File: src/shared/prog_port_pkg.sv
package prog_port_pkg;

    // clock and timing
    localparam int CLK_PERIOD_NS   = 25;
    localparam int TICK_NS         = 1000;
    localparam int TICK_CYCLES     = (TICK_NS + CLK_PERIOD_NS - 1) / CLK_PERIOD_NS;
    localparam int ENTRY_WINDOW_NS = 100;
    localparam int ENTRY_CYCLES    = (ENTRY_WINDOW_NS + CLK_PERIOD_NS - 1) / CLK_PERIOD_NS;
    // busy times in microseconds, inside the 3.7..4.5 ms and 7.5..9 ms windows
    localparam int WRITE_TIME_US   = 4000;
    localparam int ERASE_TIME_US   = 8000;

    // action-select coding
    localparam logic [1:0] ACT_ADDR = 2'h0;
    localparam logic [1:0] ACT_DATA = 2'h1;
    localparam logic [1:0] ACT_CMD  = 2'h2;

    // command bytes
    localparam logic [7:0] CMD_NOP      = 8'h00;
    localparam logic [7:0] CMD_ERASE    = 8'h80;
    localparam logic [7:0] CMD_FUSE_WR  = 8'h40;
    localparam logic [7:0] CMD_LOCK_WR  = 8'h20;
    localparam logic [7:0] CMD_FLASH_WR = 8'h10;
    localparam logic [7:0] CMD_EE_WR    = 8'h11;
    localparam logic [7:0] CMD_FLASH_RD = 8'h02;
    localparam logic [7:0] CMD_EE_RD    = 8'h03;

    // page geometry
    localparam int FLASH_ADDR_W = 13;
    localparam int WORD_IDX_W   = 6;
    localparam int EE_IDX_W     = 2;
    localparam logic [WORD_IDX_W-1:0] FLASH_LAST_IDX = 6'h3f;
    localparam logic [WORD_IDX_W-1:0] EE_LAST_IDX    = 6'h03;

    // fuse and lock layout, 0 means programmed
    localparam logic [7:0] FUSE_LO_RST     = 8'h62;
    localparam logic [7:0] FUSE_HI_RST     = 8'hff;
    localparam logic [7:0] FUSE_EXT_RST    = 8'hff;
    localparam logic [7:0] LOCK_RST        = 8'hff;
    localparam logic [7:0] LOCK_ERASED     = 8'hff;
    localparam int         EE_PRESERVE_BIT = 3;
    localparam int         MAIN_LOCK_ONE   = 0;
    localparam int         MAIN_LOCK_TWO   = 1;
    localparam logic [7:0] BOOT_LOCK_MASK  = 8'h3c;

    typedef enum logic [1:0] {
        NVM_FLASH_WORD,
        NVM_EE_BYTE,
        NVM_ERASE_FLASH,
        NVM_ERASE_EE
    } nvm_op_type;

    typedef struct packed {
        logic       action_select_hi;
        logic       action_select_lo;
        logic       byte_select_one;
        logic       byte_select_two;
        logic       page_load_strobe;
        logic       write_n;
        logic       output_enable_n;
        logic [7:0] data;
    } prog_pins_type;

    typedef struct packed {
        logic                    valid;
        nvm_op_type              op;
        logic [FLASH_ADDR_W-1:0] addr;
        logic [15:0]             data;
    } nvm_wr_type;

    typedef struct packed {
        logic                    eeprom;
        logic [FLASH_ADDR_W-1:0] addr;
    } rd_req_type;

endpackage

File: src/prog_port.sv
`timescale 1ns/1ps
module prog_port
    import prog_port_pkg::*;
#(
    parameter int WRITE_US = WRITE_TIME_US,
    parameter int ERASE_US = ERASE_TIME_US
)
(
    // clock and reset
    input  wire logic                        I_CLK,
    input  wire logic                        I_RST_B,
    // programming pins
    input  wire logic                        I_CRYSTAL_INPUT_PIN,
    input  wire logic                        I_HIGH_VOLTAGE,
    input  wire prog_port_pkg::prog_pins_type I_PINS,
    output logic      [7:0]                  O_DATA,
    output logic                             O_DATA_OE,
    output logic                             O_READY_BUSY,
    // array side
    output prog_port_pkg::nvm_wr_type        O_NVM_WR,
    output prog_port_pkg::rd_req_type        O_RD_REQ,
    input  wire logic [15:0]                 I_RD_DATA,
    // status
    output logic                             O_PROG_MODE,
    output logic      [7:0]                  O_FUSE_LO,
    output logic      [7:0]                  O_FUSE_HI,
    output logic      [7:0]                  O_FUSE_EXT,
    output logic      [7:0]                  O_LOCK
);
    import prog_port_pkg::*;

    typedef enum logic [1:0] {MODE_OFF, MODE_CHECK, MODE_FAIL, MODE_ACTIVE} mode_type;
    typedef enum logic [1:0] {OP_IDLE, OP_ERASE2, OP_STREAM, OP_WAIT} op_type;

    mode_type              mode_r;
    op_type                op_r;
    logic [3:0]            entry_cnt_r;
    logic                  xtal_q_r;
    logic                  page_q_r;
    logic                  wr_q_r;
    logic [7:0]            cmd_r;
    logic [7:0]            addr_lo_r;
    logic [7:0]            addr_hi_r;
    logic [7:0]            data_lo_r;
    logic [7:0]            data_hi_r;
    logic [7:0]            fuse_lo_r;
    logic [7:0]            fuse_hi_r;
    logic [7:0]            fuse_ext_r;
    logic [7:0]            lock_r;
    logic                  erase_r;
    logic                  ee_stream_r;
    logic [WORD_IDX_W-1:0] idx_r;
    logic [5:0]            tick_cnt_r;
    logic [13:0]           wait_cnt_r;
    logic [7:0]            data_r;
    logic [3:0]            enable_pins;
    logic                  tick;
    logic                  xtal_rise;
    logic                  page_rise;
    logic                  wr_fall;
    logic                  ready;
    logic                  load_cmd;
    logic                  page_wr;
    logic                  page_clear;
    logic [WORD_IDX_W-1:0] page_wr_idx;
    logic [15:0]           buf_data;
    logic                  buf_used;
    logic                  stream_last;
    logic                  read_flash;
    logic                  read_ee;
    logic [7:0]            lock_nxt;

    assign enable_pins = {I_PINS.page_load_strobe, I_PINS.action_select_hi,
                          I_PINS.action_select_lo, I_PINS.byte_select_one};
    assign ready       = (mode_r == MODE_ACTIVE) && (op_r == OP_IDLE);
    assign xtal_rise   = I_CRYSTAL_INPUT_PIN && !xtal_q_r && ready;
    assign page_rise   = I_PINS.page_load_strobe && !page_q_r && ready;
    assign wr_fall     = !I_PINS.write_n && wr_q_r && ready;
    assign load_cmd    = xtal_rise && {I_PINS.action_select_hi, I_PINS.action_select_lo} == ACT_CMD;
    assign tick        = tick_cnt_r == 6'(TICK_CYCLES - 1);

    // pin edge history
    always_ff @(posedge I_CLK or negedge I_RST_B)
    begin
        if (!I_RST_B)
        begin
            xtal_q_r <= 1'b0;
            page_q_r <= 1'b0;
            wr_q_r   <= 1'b1;
        end
        else
        begin
            xtal_q_r <= I_CRYSTAL_INPUT_PIN;
            page_q_r <= I_PINS.page_load_strobe;
            wr_q_r   <= I_PINS.write_n;
        end
    end

    // mode entry: enable pins must read 0000 and stay so through the window
    always_ff @(posedge I_CLK or negedge I_RST_B)
    begin
        if (!I_RST_B)
        begin
            mode_r      <= MODE_OFF;
            entry_cnt_r <= 4'h0;
        end
        else if (!I_HIGH_VOLTAGE)
        begin
            mode_r      <= MODE_OFF;
            entry_cnt_r <= 4'h0;
        end
        else
        begin
            case (mode_r)
                MODE_OFF:
                begin
                    mode_r      <= (enable_pins == 4'h0) ? MODE_CHECK : MODE_FAIL;
                    entry_cnt_r <= 4'h0;
                end
                MODE_CHECK:
                begin
                    if (enable_pins != 4'h0)
                        mode_r <= MODE_FAIL;
                    else if (entry_cnt_r == 4'(ENTRY_CYCLES - 1))
                        mode_r <= MODE_ACTIVE;
                    entry_cnt_r <= entry_cnt_r + 4'h1;
                end
                MODE_FAIL:   mode_r <= MODE_FAIL;
                MODE_ACTIVE: mode_r <= MODE_ACTIVE;
                default:     mode_r <= MODE_OFF;
            endcase
        end
    end

    // command, address and data loads
    always_ff @(posedge I_CLK or negedge I_RST_B)
    begin
        if (!I_RST_B)
        begin
            cmd_r     <= CMD_NOP;
            addr_lo_r <= 8'h00;
            addr_hi_r <= 8'h00;
            data_lo_r <= 8'hff;
            data_hi_r <= 8'hff;
        end
        else if (xtal_rise)
        begin
            case ({I_PINS.action_select_hi, I_PINS.action_select_lo})
                ACT_CMD: cmd_r <= I_PINS.data;
                ACT_ADDR:
                begin
                    if (I_PINS.byte_select_one)
                        addr_hi_r <= I_PINS.data;
                    else
                        addr_lo_r <= I_PINS.data;
                end
                ACT_DATA:
                begin
                    if (I_PINS.byte_select_one)
                        data_hi_r <= I_PINS.data;
                    else
                        data_lo_r <= I_PINS.data;
                end
                default: cmd_r <= cmd_r;
            endcase
        end
    end

    // page buffer fill
    assign page_wr = page_rise && ((cmd_r == CMD_FLASH_WR && I_PINS.byte_select_one)
                                   || cmd_r == CMD_EE_WR);
    assign page_wr_idx = (cmd_r == CMD_EE_WR) ? {4'h0, addr_lo_r[EE_IDX_W-1:0]}
                                              : addr_lo_r[WORD_IDX_W-1:0];
    assign page_clear  = (load_cmd && I_PINS.data == CMD_NOP) || (op_r == OP_STREAM && stream_last);
    assign stream_last = idx_r == (ee_stream_r ? EE_LAST_IDX : FLASH_LAST_IDX);

    page_buffer u_page_buffer
    (
        .i_clk     (I_CLK),
        .i_rst_b   (I_RST_B),
        .i_clear   (page_clear),
        .i_wr      (page_wr),
        .i_wr_idx  (page_wr_idx),
        .i_wr_data ({data_hi_r, data_lo_r}),
        .i_rd_idx  (idx_r),
        .o_rd_data (buf_data),
        .o_rd_used (buf_used)
    );

    // microsecond tick for busy timing
    always_ff @(posedge I_CLK or negedge I_RST_B)
    begin
        if (!I_RST_B)
            tick_cnt_r <= 6'h00;
        else
            tick_cnt_r <= tick ? 6'h00 : tick_cnt_r + 6'h01;
    end

    // operation sequencer
    always_ff @(posedge I_CLK or negedge I_RST_B)
    begin
        if (!I_RST_B)
        begin
            op_r        <= OP_IDLE;
            idx_r       <= '0;
            wait_cnt_r  <= 14'h0000;
            erase_r     <= 1'b0;
            ee_stream_r <= 1'b0;
        end
        else
        begin
            case (op_r)
                OP_IDLE:
                begin
                    idx_r <= '0;
                    if (wr_fall)
                    begin
                        erase_r    <= cmd_r == CMD_ERASE;
                        wait_cnt_r <= 14'(WRITE_US);
                        case (cmd_r)
                            CMD_ERASE: op_r <= OP_ERASE2;
                            CMD_FLASH_WR:
                            begin
                                op_r        <= OP_STREAM;
                                ee_stream_r <= 1'b0;
                            end
                            CMD_EE_WR:
                            begin
                                if (!I_PINS.byte_select_one)
                                    op_r <= OP_STREAM;
                                ee_stream_r <= 1'b1;
                            end
                            CMD_FUSE_WR: op_r <= OP_WAIT;
                            CMD_LOCK_WR: op_r <= OP_WAIT;
                            default:     op_r <= OP_IDLE;
                        endcase
                    end
                end
                OP_ERASE2:
                begin
                    op_r       <= OP_WAIT;
                    wait_cnt_r <= 14'(ERASE_US);
                end
                OP_STREAM:
                begin
                    idx_r <= idx_r + WORD_IDX_W'(1);
                    if (stream_last)
                        op_r <= OP_WAIT;
                end
                OP_WAIT:
                begin
                    if (tick)
                        wait_cnt_r <= wait_cnt_r - 14'h0001;
                    if (tick && wait_cnt_r == 14'h0001)
                        op_r <= OP_IDLE;
                end
                default: op_r <= OP_IDLE;
            endcase
        end
    end

    // array write port
    always_ff @(posedge I_CLK or negedge I_RST_B)
    begin
        if (!I_RST_B)
            O_NVM_WR <= '0;
        else
        begin
            O_NVM_WR.valid <= 1'b0;
            if (wr_fall && cmd_r == CMD_ERASE)
            begin
                O_NVM_WR.valid <= 1'b1;
                O_NVM_WR.op    <= NVM_ERASE_FLASH;
            end
            else if (op_r == OP_ERASE2)
            begin
                O_NVM_WR.valid <= fuse_hi_r[EE_PRESERVE_BIT];
                O_NVM_WR.op    <= NVM_ERASE_EE;
            end
            else if (op_r == OP_STREAM)
            begin
                O_NVM_WR.valid <= buf_used;
                O_NVM_WR.data  <= buf_data;
                if (ee_stream_r)
                begin
                    O_NVM_WR.op   <= NVM_EE_BYTE;
                    O_NVM_WR.addr <= {4'h0, addr_hi_r[0], addr_lo_r[7:EE_IDX_W], idx_r[EE_IDX_W-1:0]};
                end
                else
                begin
                    O_NVM_WR.op   <= NVM_FLASH_WORD;
                    O_NVM_WR.addr <= {addr_hi_r[4:0], addr_lo_r[7:WORD_IDX_W], idx_r};
                end
            end
        end
    end

    // fuses and lock bits
    always_comb
    begin
        lock_nxt = lock_r & data_lo_r;
        if (!lock_r[MAIN_LOCK_ONE] && !lock_r[MAIN_LOCK_TWO])
            lock_nxt = (lock_nxt & ~BOOT_LOCK_MASK) | (lock_r & BOOT_LOCK_MASK);
    end

    always_ff @(posedge I_CLK or negedge I_RST_B)
    begin
        if (!I_RST_B)
        begin
            fuse_lo_r  <= FUSE_LO_RST;
            fuse_hi_r  <= FUSE_HI_RST;
            fuse_ext_r <= FUSE_EXT_RST;
            lock_r     <= LOCK_RST;
        end
        else if (wr_fall && cmd_r == CMD_FUSE_WR)
        begin
            if (I_PINS.byte_select_two)
                fuse_ext_r <= data_lo_r;
            else if (I_PINS.byte_select_one)
                fuse_hi_r <= data_lo_r;
            else
                fuse_lo_r <= data_lo_r;
        end
        else if (wr_fall && cmd_r == CMD_LOCK_WR)
            lock_r <= lock_nxt;
        else if (op_r == OP_WAIT && erase_r && tick && wait_cnt_r == 14'h0001)
            lock_r <= LOCK_ERASED;
    end

    // read path
    assign read_flash = cmd_r == CMD_FLASH_RD;
    assign read_ee    = cmd_r == CMD_EE_RD && !I_PINS.byte_select_one;

    always_ff @(posedge I_CLK or negedge I_RST_B)
    begin
        if (!I_RST_B)
        begin
            O_RD_REQ <= '0;
            data_r   <= 8'hff;
        end
        else
        begin
            O_RD_REQ.eeprom <= cmd_r == CMD_EE_RD;
            O_RD_REQ.addr   <= (cmd_r == CMD_EE_RD) ? {4'h0, addr_hi_r[0], addr_lo_r}
                                                    : {addr_hi_r[4:0], addr_lo_r};
            if (read_flash && I_PINS.byte_select_one)
                data_r <= I_RD_DATA[15:8];
            else
                data_r <= I_RD_DATA[7:0];
        end
    end

    assign O_DATA       = data_r;
    assign O_DATA_OE    = (mode_r == MODE_ACTIVE) && !I_PINS.output_enable_n && (read_flash || read_ee);
    assign O_READY_BUSY = !(mode_r == MODE_ACTIVE && op_r != OP_IDLE);
    assign O_PROG_MODE  = mode_r == MODE_ACTIVE;
    assign O_FUSE_LO    = fuse_lo_r;
    assign O_FUSE_HI    = fuse_hi_r;
    assign O_FUSE_EXT   = fuse_ext_r;
    assign O_LOCK       = lock_r;
endmodule

File: src/page_buffer.sv
`timescale 1ns/1ps
module page_buffer
    import prog_port_pkg::*;
(
    // clock and reset
    input  wire logic                  i_clk,
    input  wire logic                  i_rst_b,
    // control
    input  wire logic                  i_clear,
    input  wire logic                  i_wr,
    input  wire logic [WORD_IDX_W-1:0] i_wr_idx,
    input  wire logic [15:0]           i_wr_data,
    // read side
    input  wire logic [WORD_IDX_W-1:0] i_rd_idx,
    output logic      [15:0]           o_rd_data,
    output logic                       o_rd_used
);
    localparam int DEPTH = 1 << WORD_IDX_W;

    logic [15:0]      word_r [DEPTH];
    logic [DEPTH-1:0] used_r;

    genvar g;
    generate
        for (g = 0; g < DEPTH; g++)
        begin : g_entry
            always_ff @(posedge i_clk or negedge i_rst_b)
            begin
                if (!i_rst_b)
                begin
                    word_r[g] <= 16'hffff;
                    used_r[g] <= 1'b0;
                end
                else if (i_wr && i_wr_idx == WORD_IDX_W'(g))
                begin
                    word_r[g] <= i_wr_data;
                    used_r[g] <= 1'b1;
                end
                else if (i_clear)
                begin
                    used_r[g] <= 1'b0;
                end
            end
        end
    endgenerate

    assign o_rd_data = word_r[i_rd_idx];
    assign o_rd_used = used_r[i_rd_idx];
endmodule

File: config.mk
export PLATFORM = sky130hd
export DESIGN_NAME = prog_port
export DESIGN_NICKNAME = d
export VERILOG_FILES = /design/src/shared/prog_port_pkg.sv /design/src/prog_port.sv /design/src/page_buffer.sv
export SDC_FILE = /design/constraint.sdc
export NUM_CORES = 2
export LEC_CHECK = 0
export BUFFER_PORTS_ARGS = -buffer_cell sky130_fd_sc_hd__buf_4
export CORE_MARGIN = 10
export CORE_UTILIZATION = 55
export CTS_BUF_LIST = sky130_fd_sc_hd__clkbuf_16
export DETAILED_ROUTE_END_ITERATION = 10
export PLACE_DENSITY = 0.71
export SLEW_MARGIN = 20
export SYNTH_ARGS = -nofsm -noshare
export SYNTH_HDL_FRONTEND = slang
export SYNTH_HIERARCHICAL = 1
export SYNTH_SLANG_ARGS = --single-unit
export TNS_END_PERCENT = 10
File: constraint.sdc
create_clock -name I_CLK -period 7.25 [get_ports I_CLK]
set_clock_uncertainty 0.15 [all_clocks]
set_input_delay 0.3625 -clock I_CLK [delete_from_list [all_inputs] [get_ports I_CLK]]
set_output_delay 0.3625 -clock I_CLK [all_outputs]
set_load 0.005 [all_outputs]
==> results.txt <==
----------------------------------------------------
[Worst setup path]
  R2R Path Start ... cmd_r[7]
  Setup CP Type ... register to register
  R2R depth ... 8
  Slowest cell delay on critical path ... 0.99 ns
  Arrival time of data at the critical path endpoint ... 5.03 ns
  Crit path required time ... 7.75 ns
  Launching element type of the critical path ... register
  Cell-by-cell listing of the critical path ... nor3_1 > and2_1 > nand2_1 > nor3_1 > nand2_1 > nor2_1 > nand2_1 > mux2_2
  FF-to-FF End ... u_page_buffer/word_r[682]
  Critical Path End Type ... register
  Start point of the critical path ... cmd_r[7]
  Slowest stage cell on the critical path ... sky130_fd_sc_hd__nor3_1
  Critical Path Fanout Max ... 17
  Cell class contributing the biggest share of worst-path delay ... simple AND/OR/NAND/NOR gates
  Buf/Inv on CP ... 0
  Crit-path most repeated cell ... sky130_fd_sc_hd__nand2_1
  Minimum setup slack among reg-to-reg paths ... 2.72 ns

[GRT]
  Global-route track usage on met1 ... 0.350
  GRT Max-Usage Layer ... met2
  Maximum number of pins on one net before global-route repair ... 168
  Met3 demand-to-capacity share in global routing ... 0.0432
  Global routing usage on met2 ... 0.401
  Overall global routing resource usage ... 0.253
  Total global routing overflow ... 0
  Vias in the first global route ... 34,800
  Wire length of the first global-routing pass ... 226 mm
  Initial antenna violation count ... 3

[Layout]
  Utilization after layout ... 0.619
  Filler Cell Count ... 7,656
  Antenna diodes ... 0
  Layout overhead on the synthesized area ... 11.7%
  Share of final-layout standard cells stronger than drive strength 1 ... 0.728
  Post-layout instance count excluding filler cells ... 5,309
  Area of all placed cells without fillers ... 0.0642 mm²
  Number of nets in the layout ... 3,866

[Clock network]
  Number of cells upsized or downsized after cts ... 0
  Clock root cell ... sky130_fd_sc_hd__clkbuf_16
  Number of buffers added to fix hold violations after cts ... 35
  Clock edge transition at the registers on the reported setup and hold paths ... 0.06 ns
  Number of H-tree branching levels ... 4
  Buffers from clock root to sink, at most ... 3
  CTS Buf Count ... 133
  Clock tree sinks ... 1,250
  Post-CTS setup buffer count ... 0
  Clock latency on the worst-skew pair ... 0.75 ns
  CTS tree ... built

[Die]
  Die area ... 0.118 mm²
  Standard cell core area ... 0.104 mm²
  IO Pins ... 124
  Die extent in y ... 343 µm
  Row cnt ... 118
  Die X-Extent ... 343 µm
  Initial Utilization ... 0.554

[Run status]
  Result of the run ... complete, no violations

[Placed design]
  Placer congestion estimate ... 0.878
  Number of buffers inserted by port buffering ... 123
  Total half-perimeter wirelength after legalization and detailed placement ... 89.9 mm
  Number of cells after detailed placement ... 5,031
  Worst slack, placed ... 2.86 ns
  Placed Instance Area ... 0.0595 mm²

[Route]
  Remaining DRCs ... 0
  Drt first pass iters ... 5
  Vias/cell ... 6.25
  Post-detailed-routing wire length ... 148 mm
  Iter 0 DRT Violations ... 2,554
  Wire length per cell after detailed routing ... 27.9 µm
  Vias after detailed routing ... 33,200
  Final ANT Viol Nets ... 0

[Logic synthesis]
  Net count after synthesis ... 3,818
  Proportion of synthesized chip area in sequential cells ... 0.568
  Fraction of synthesis flops using an asynchronous set or reset pin ... 1.00
  Largest area contributor in the netlist ... sky130_fd_sc_hd__dfstp_2
  Synth Area per Inst ... 15.2 µm²
  Main synth FF type ... sky130_fd_sc_hd__dfstp_2
  Unique cell type count in the Yosys netlist ... 68
  Proportion of netlist area held by the largest area contributor ... 0.492
  Ranking of synthesized cells by area ... sky130_fd_sc_hd__dfstp_2 (49%), sky130_fd_sc_hd__mux2_2 (22%), sky130_fd_sc_hd__mux4_2 (9.1%)
  Post-synth design cell area ... 0.0575 mm²
  Synthesized instance count ... 3,773
  Post-synth EDFFs ... 0
  Flop and latch count out of synthesis ... 1,250
  Synthesis warning total ... 6

[Timing]
  Unrepaired setup endpoints after global routing ... false
  Final max-slew violation count ... 0
  Final-report hold violation count ... 0
  Final setup violation count ... 0
  Slew at the pin with the worst max-slew slack ... 1.23 ns
  Least setup slack across all paths after layout ... 2.72 ns
  Post-Route Hold Slack ... 0.141 ns
  Highest achievable clock rate ... 0.221 GHz
  Final worst-path cycle share ... 0.625
  Min Tclk post-route ... 4.53 ns
  Max_slew headroom ... 0.176
  TNS Setup ... 0 ns

[Power]
  Internal power of the cells ... 11.8 mW
  Share of total power in the clock network ... 0.415
  Areal power density over the cells ... 252 mW/mm²
  Logic gate share of total power ... 0.135
  Leak pwr ... 26.3 nW
  Largest voltage drop on the vdd net ... 253 µV
  Switching fraction of total power ... 0.269
  Overall power consumption ... 16.2 mW
  Net switching power figure ... 4.35 mW
  Proportion of power drawn by flip-flops and latches ... 0.450

[Min path]
  Worst Hold End ... wr_q_r
  Source of the worst hold timing path ... I_PINS[9]
  Cells on Worst Hold Path ... 2
  Hold WC Path Type ... primary input to register

[Job]
  Max-Cap Viols ... 0

----------------------------------------------------
registers in the layout, summed over array words and instances, names as in the netlist, 8 cells and up:
register and count:
O_DATA 8, O_RD_REQ 14, O_FUSE_LO 8, cmd_r 8
data_hi_r 8, data_lo_r 8, wait_cnt_r 14, addr_lo_r 8
u_page_buffer/word_r 1024, u_page_buffer/used_r 64, O_NVM_WR 32, O_FUSE_EXT 8
O_FUSE_HI 8, O_LOCK 8
synthesized netlist by cell type (all sizes together), types with 21 or more instances:
master and n:
nand3 24, clkbuf 206, o21ai 72, nand2 135
mux4 231, mux2 1159, dfrtp 174, nor2 68
inv 56, a21o 21, buf 105, nor3 27
mux2i 118, dfstp 1076, a22oi 59
cell usage in the layout, fill, tap and decap left out, types with 7 or more instances in the layout:
cell / synthesis / routed
sky130_fd_sc_hd__o211ai_1: 16 / 16
sky130_fd_sc_hd__clkinv_1: 1 / 36
sky130_fd_sc_hd__nor2_1: 50 / 47
sky130_fd_sc_hd__buf_4: 8 / 177
sky130_fd_sc_hd__and2_1: 12 / 12
sky130_fd_sc_hd__mux2_2: 1129 / 1129
sky130_fd_sc_hd__nor2b_1: 20 / 20
sky130_fd_sc_hd__dfstp_2: 1076 / 1076
sky130_fd_sc_hd__nor3_1: 25 / 25
sky130_fd_sc_hd__clkinv_2: 0 / 19
sky130_fd_sc_hd__bufinv_16: 0 / 11
sky130_fd_sc_hd__mux4_2: 231 / 231
sky130_fd_sc_hd__nand3_1: 24 / 24
sky130_fd_sc_hd__ha_1: 10 / 9
sky130_fd_sc_hd__mux2_1: 30 / 30
sky130_fd_sc_hd__inv_1: 56 / 78
sky130_fd_sc_hd__nand2b_1: 9 / 9
sky130_fd_sc_hd__a22oi_1: 59 / 59
sky130_fd_sc_hd__a31o_2: 7 / 7
sky130_fd_sc_hd__a21oi_1: 11 / 11
sky130_fd_sc_hd__mux2i_1: 118 / 118
sky130_fd_sc_hd__dlygate4sd3_1: 0 / 35
sky130_fd_sc_hd__xor2_1: 9 / 9
sky130_fd_sc_hd__nor4_1: 7 / 7
sky130_fd_sc_hd__nor2_2: 18 / 17
sky130_fd_sc_hd__buf_12: 0 / 11
sky130_fd_sc_hd__clkbuf_16: 0 / 140
sky130_fd_sc_hd__o21ai_0: 70 / 70
sky130_fd_sc_hd__o22a_1: 9 / 9
sky130_fd_sc_hd__nand2_1: 135 / 135
sky130_fd_sc_hd__dfrtp_1: 174 / 170
sky130_fd_sc_hd__a221oi_1: 12 / 12
sky130_fd_sc_hd__a21o_1: 21 / 21
sky130_fd_sc_hd__o22ai_1: 18 / 17
power by group through the flow:
stage          clock, mW  combinational (mW)  sequential, mW
2_1_floorplan          0                1.47            7.28
3_3_place_gp           0                2.19            7.38
3_5_place_dp           0                2.19            7.38
4_1_cts             6.86                2.21            7.28
5_1_grt             7.15                2.35            7.30
6_report            6.72                2.19            7.28
layout make-up:
class	count	area, µm²	share of cell area
clock buffers	140	3500	0.0546
clock inverters	103	803	0.0125
inverters	57	214	0.00333
multi-input cells	2155	23400	0.364
flip-flops and latches	1250	32600	0.509
well taps	1380	1730	0.0269
repair buffers	224	1910	0.0298
worst max path at each step:
| stage | endpoint | slack, ns | depth (start not counted) |
|---|---|---|---|
| CTS | u_page_buffer/word_r[698] | 2.84 | 8 |
| global route | u_page_buffer/word_r[690] | 2.54 | 8 |
| floorplan | u_page_buffer/word_r[904] | 4.28 | 9 |
| finish | u_page_buffer/word_r[682] | 2.72 | 8 |
| detailed placement | u_page_buffer/word_r[699] | 2.86 | 8 |
| global placement | u_page_buffer/word_r[696] | 2.89 | 8 |
kinds of logic after synthesis:
| kind of cell | share of synthesized area |
|---|---|
| multiplexers | 0.338 |
| flip-flops | 0.568 |
| buffers and inverters | 0.0260 |
| AND/OR/NAND/NOR | 0.0311 |
| AO/OA/AOI/OAI | 0.0328 |
| XOR/XNOR | 0.00168 |
| adder cells (fa/ha/maj) | 0.00218 |
per-layer routing:
layer,vias to the layer above,wire [µm],part of all wire
met5,-,13,0.000088
met4,2,5020,0.034
met1,18000,64800,0.44
li1,14000,-,-
met3,246,7650,0.052
met2,918,70600,0.48
(Power assumes the default switching activity.)
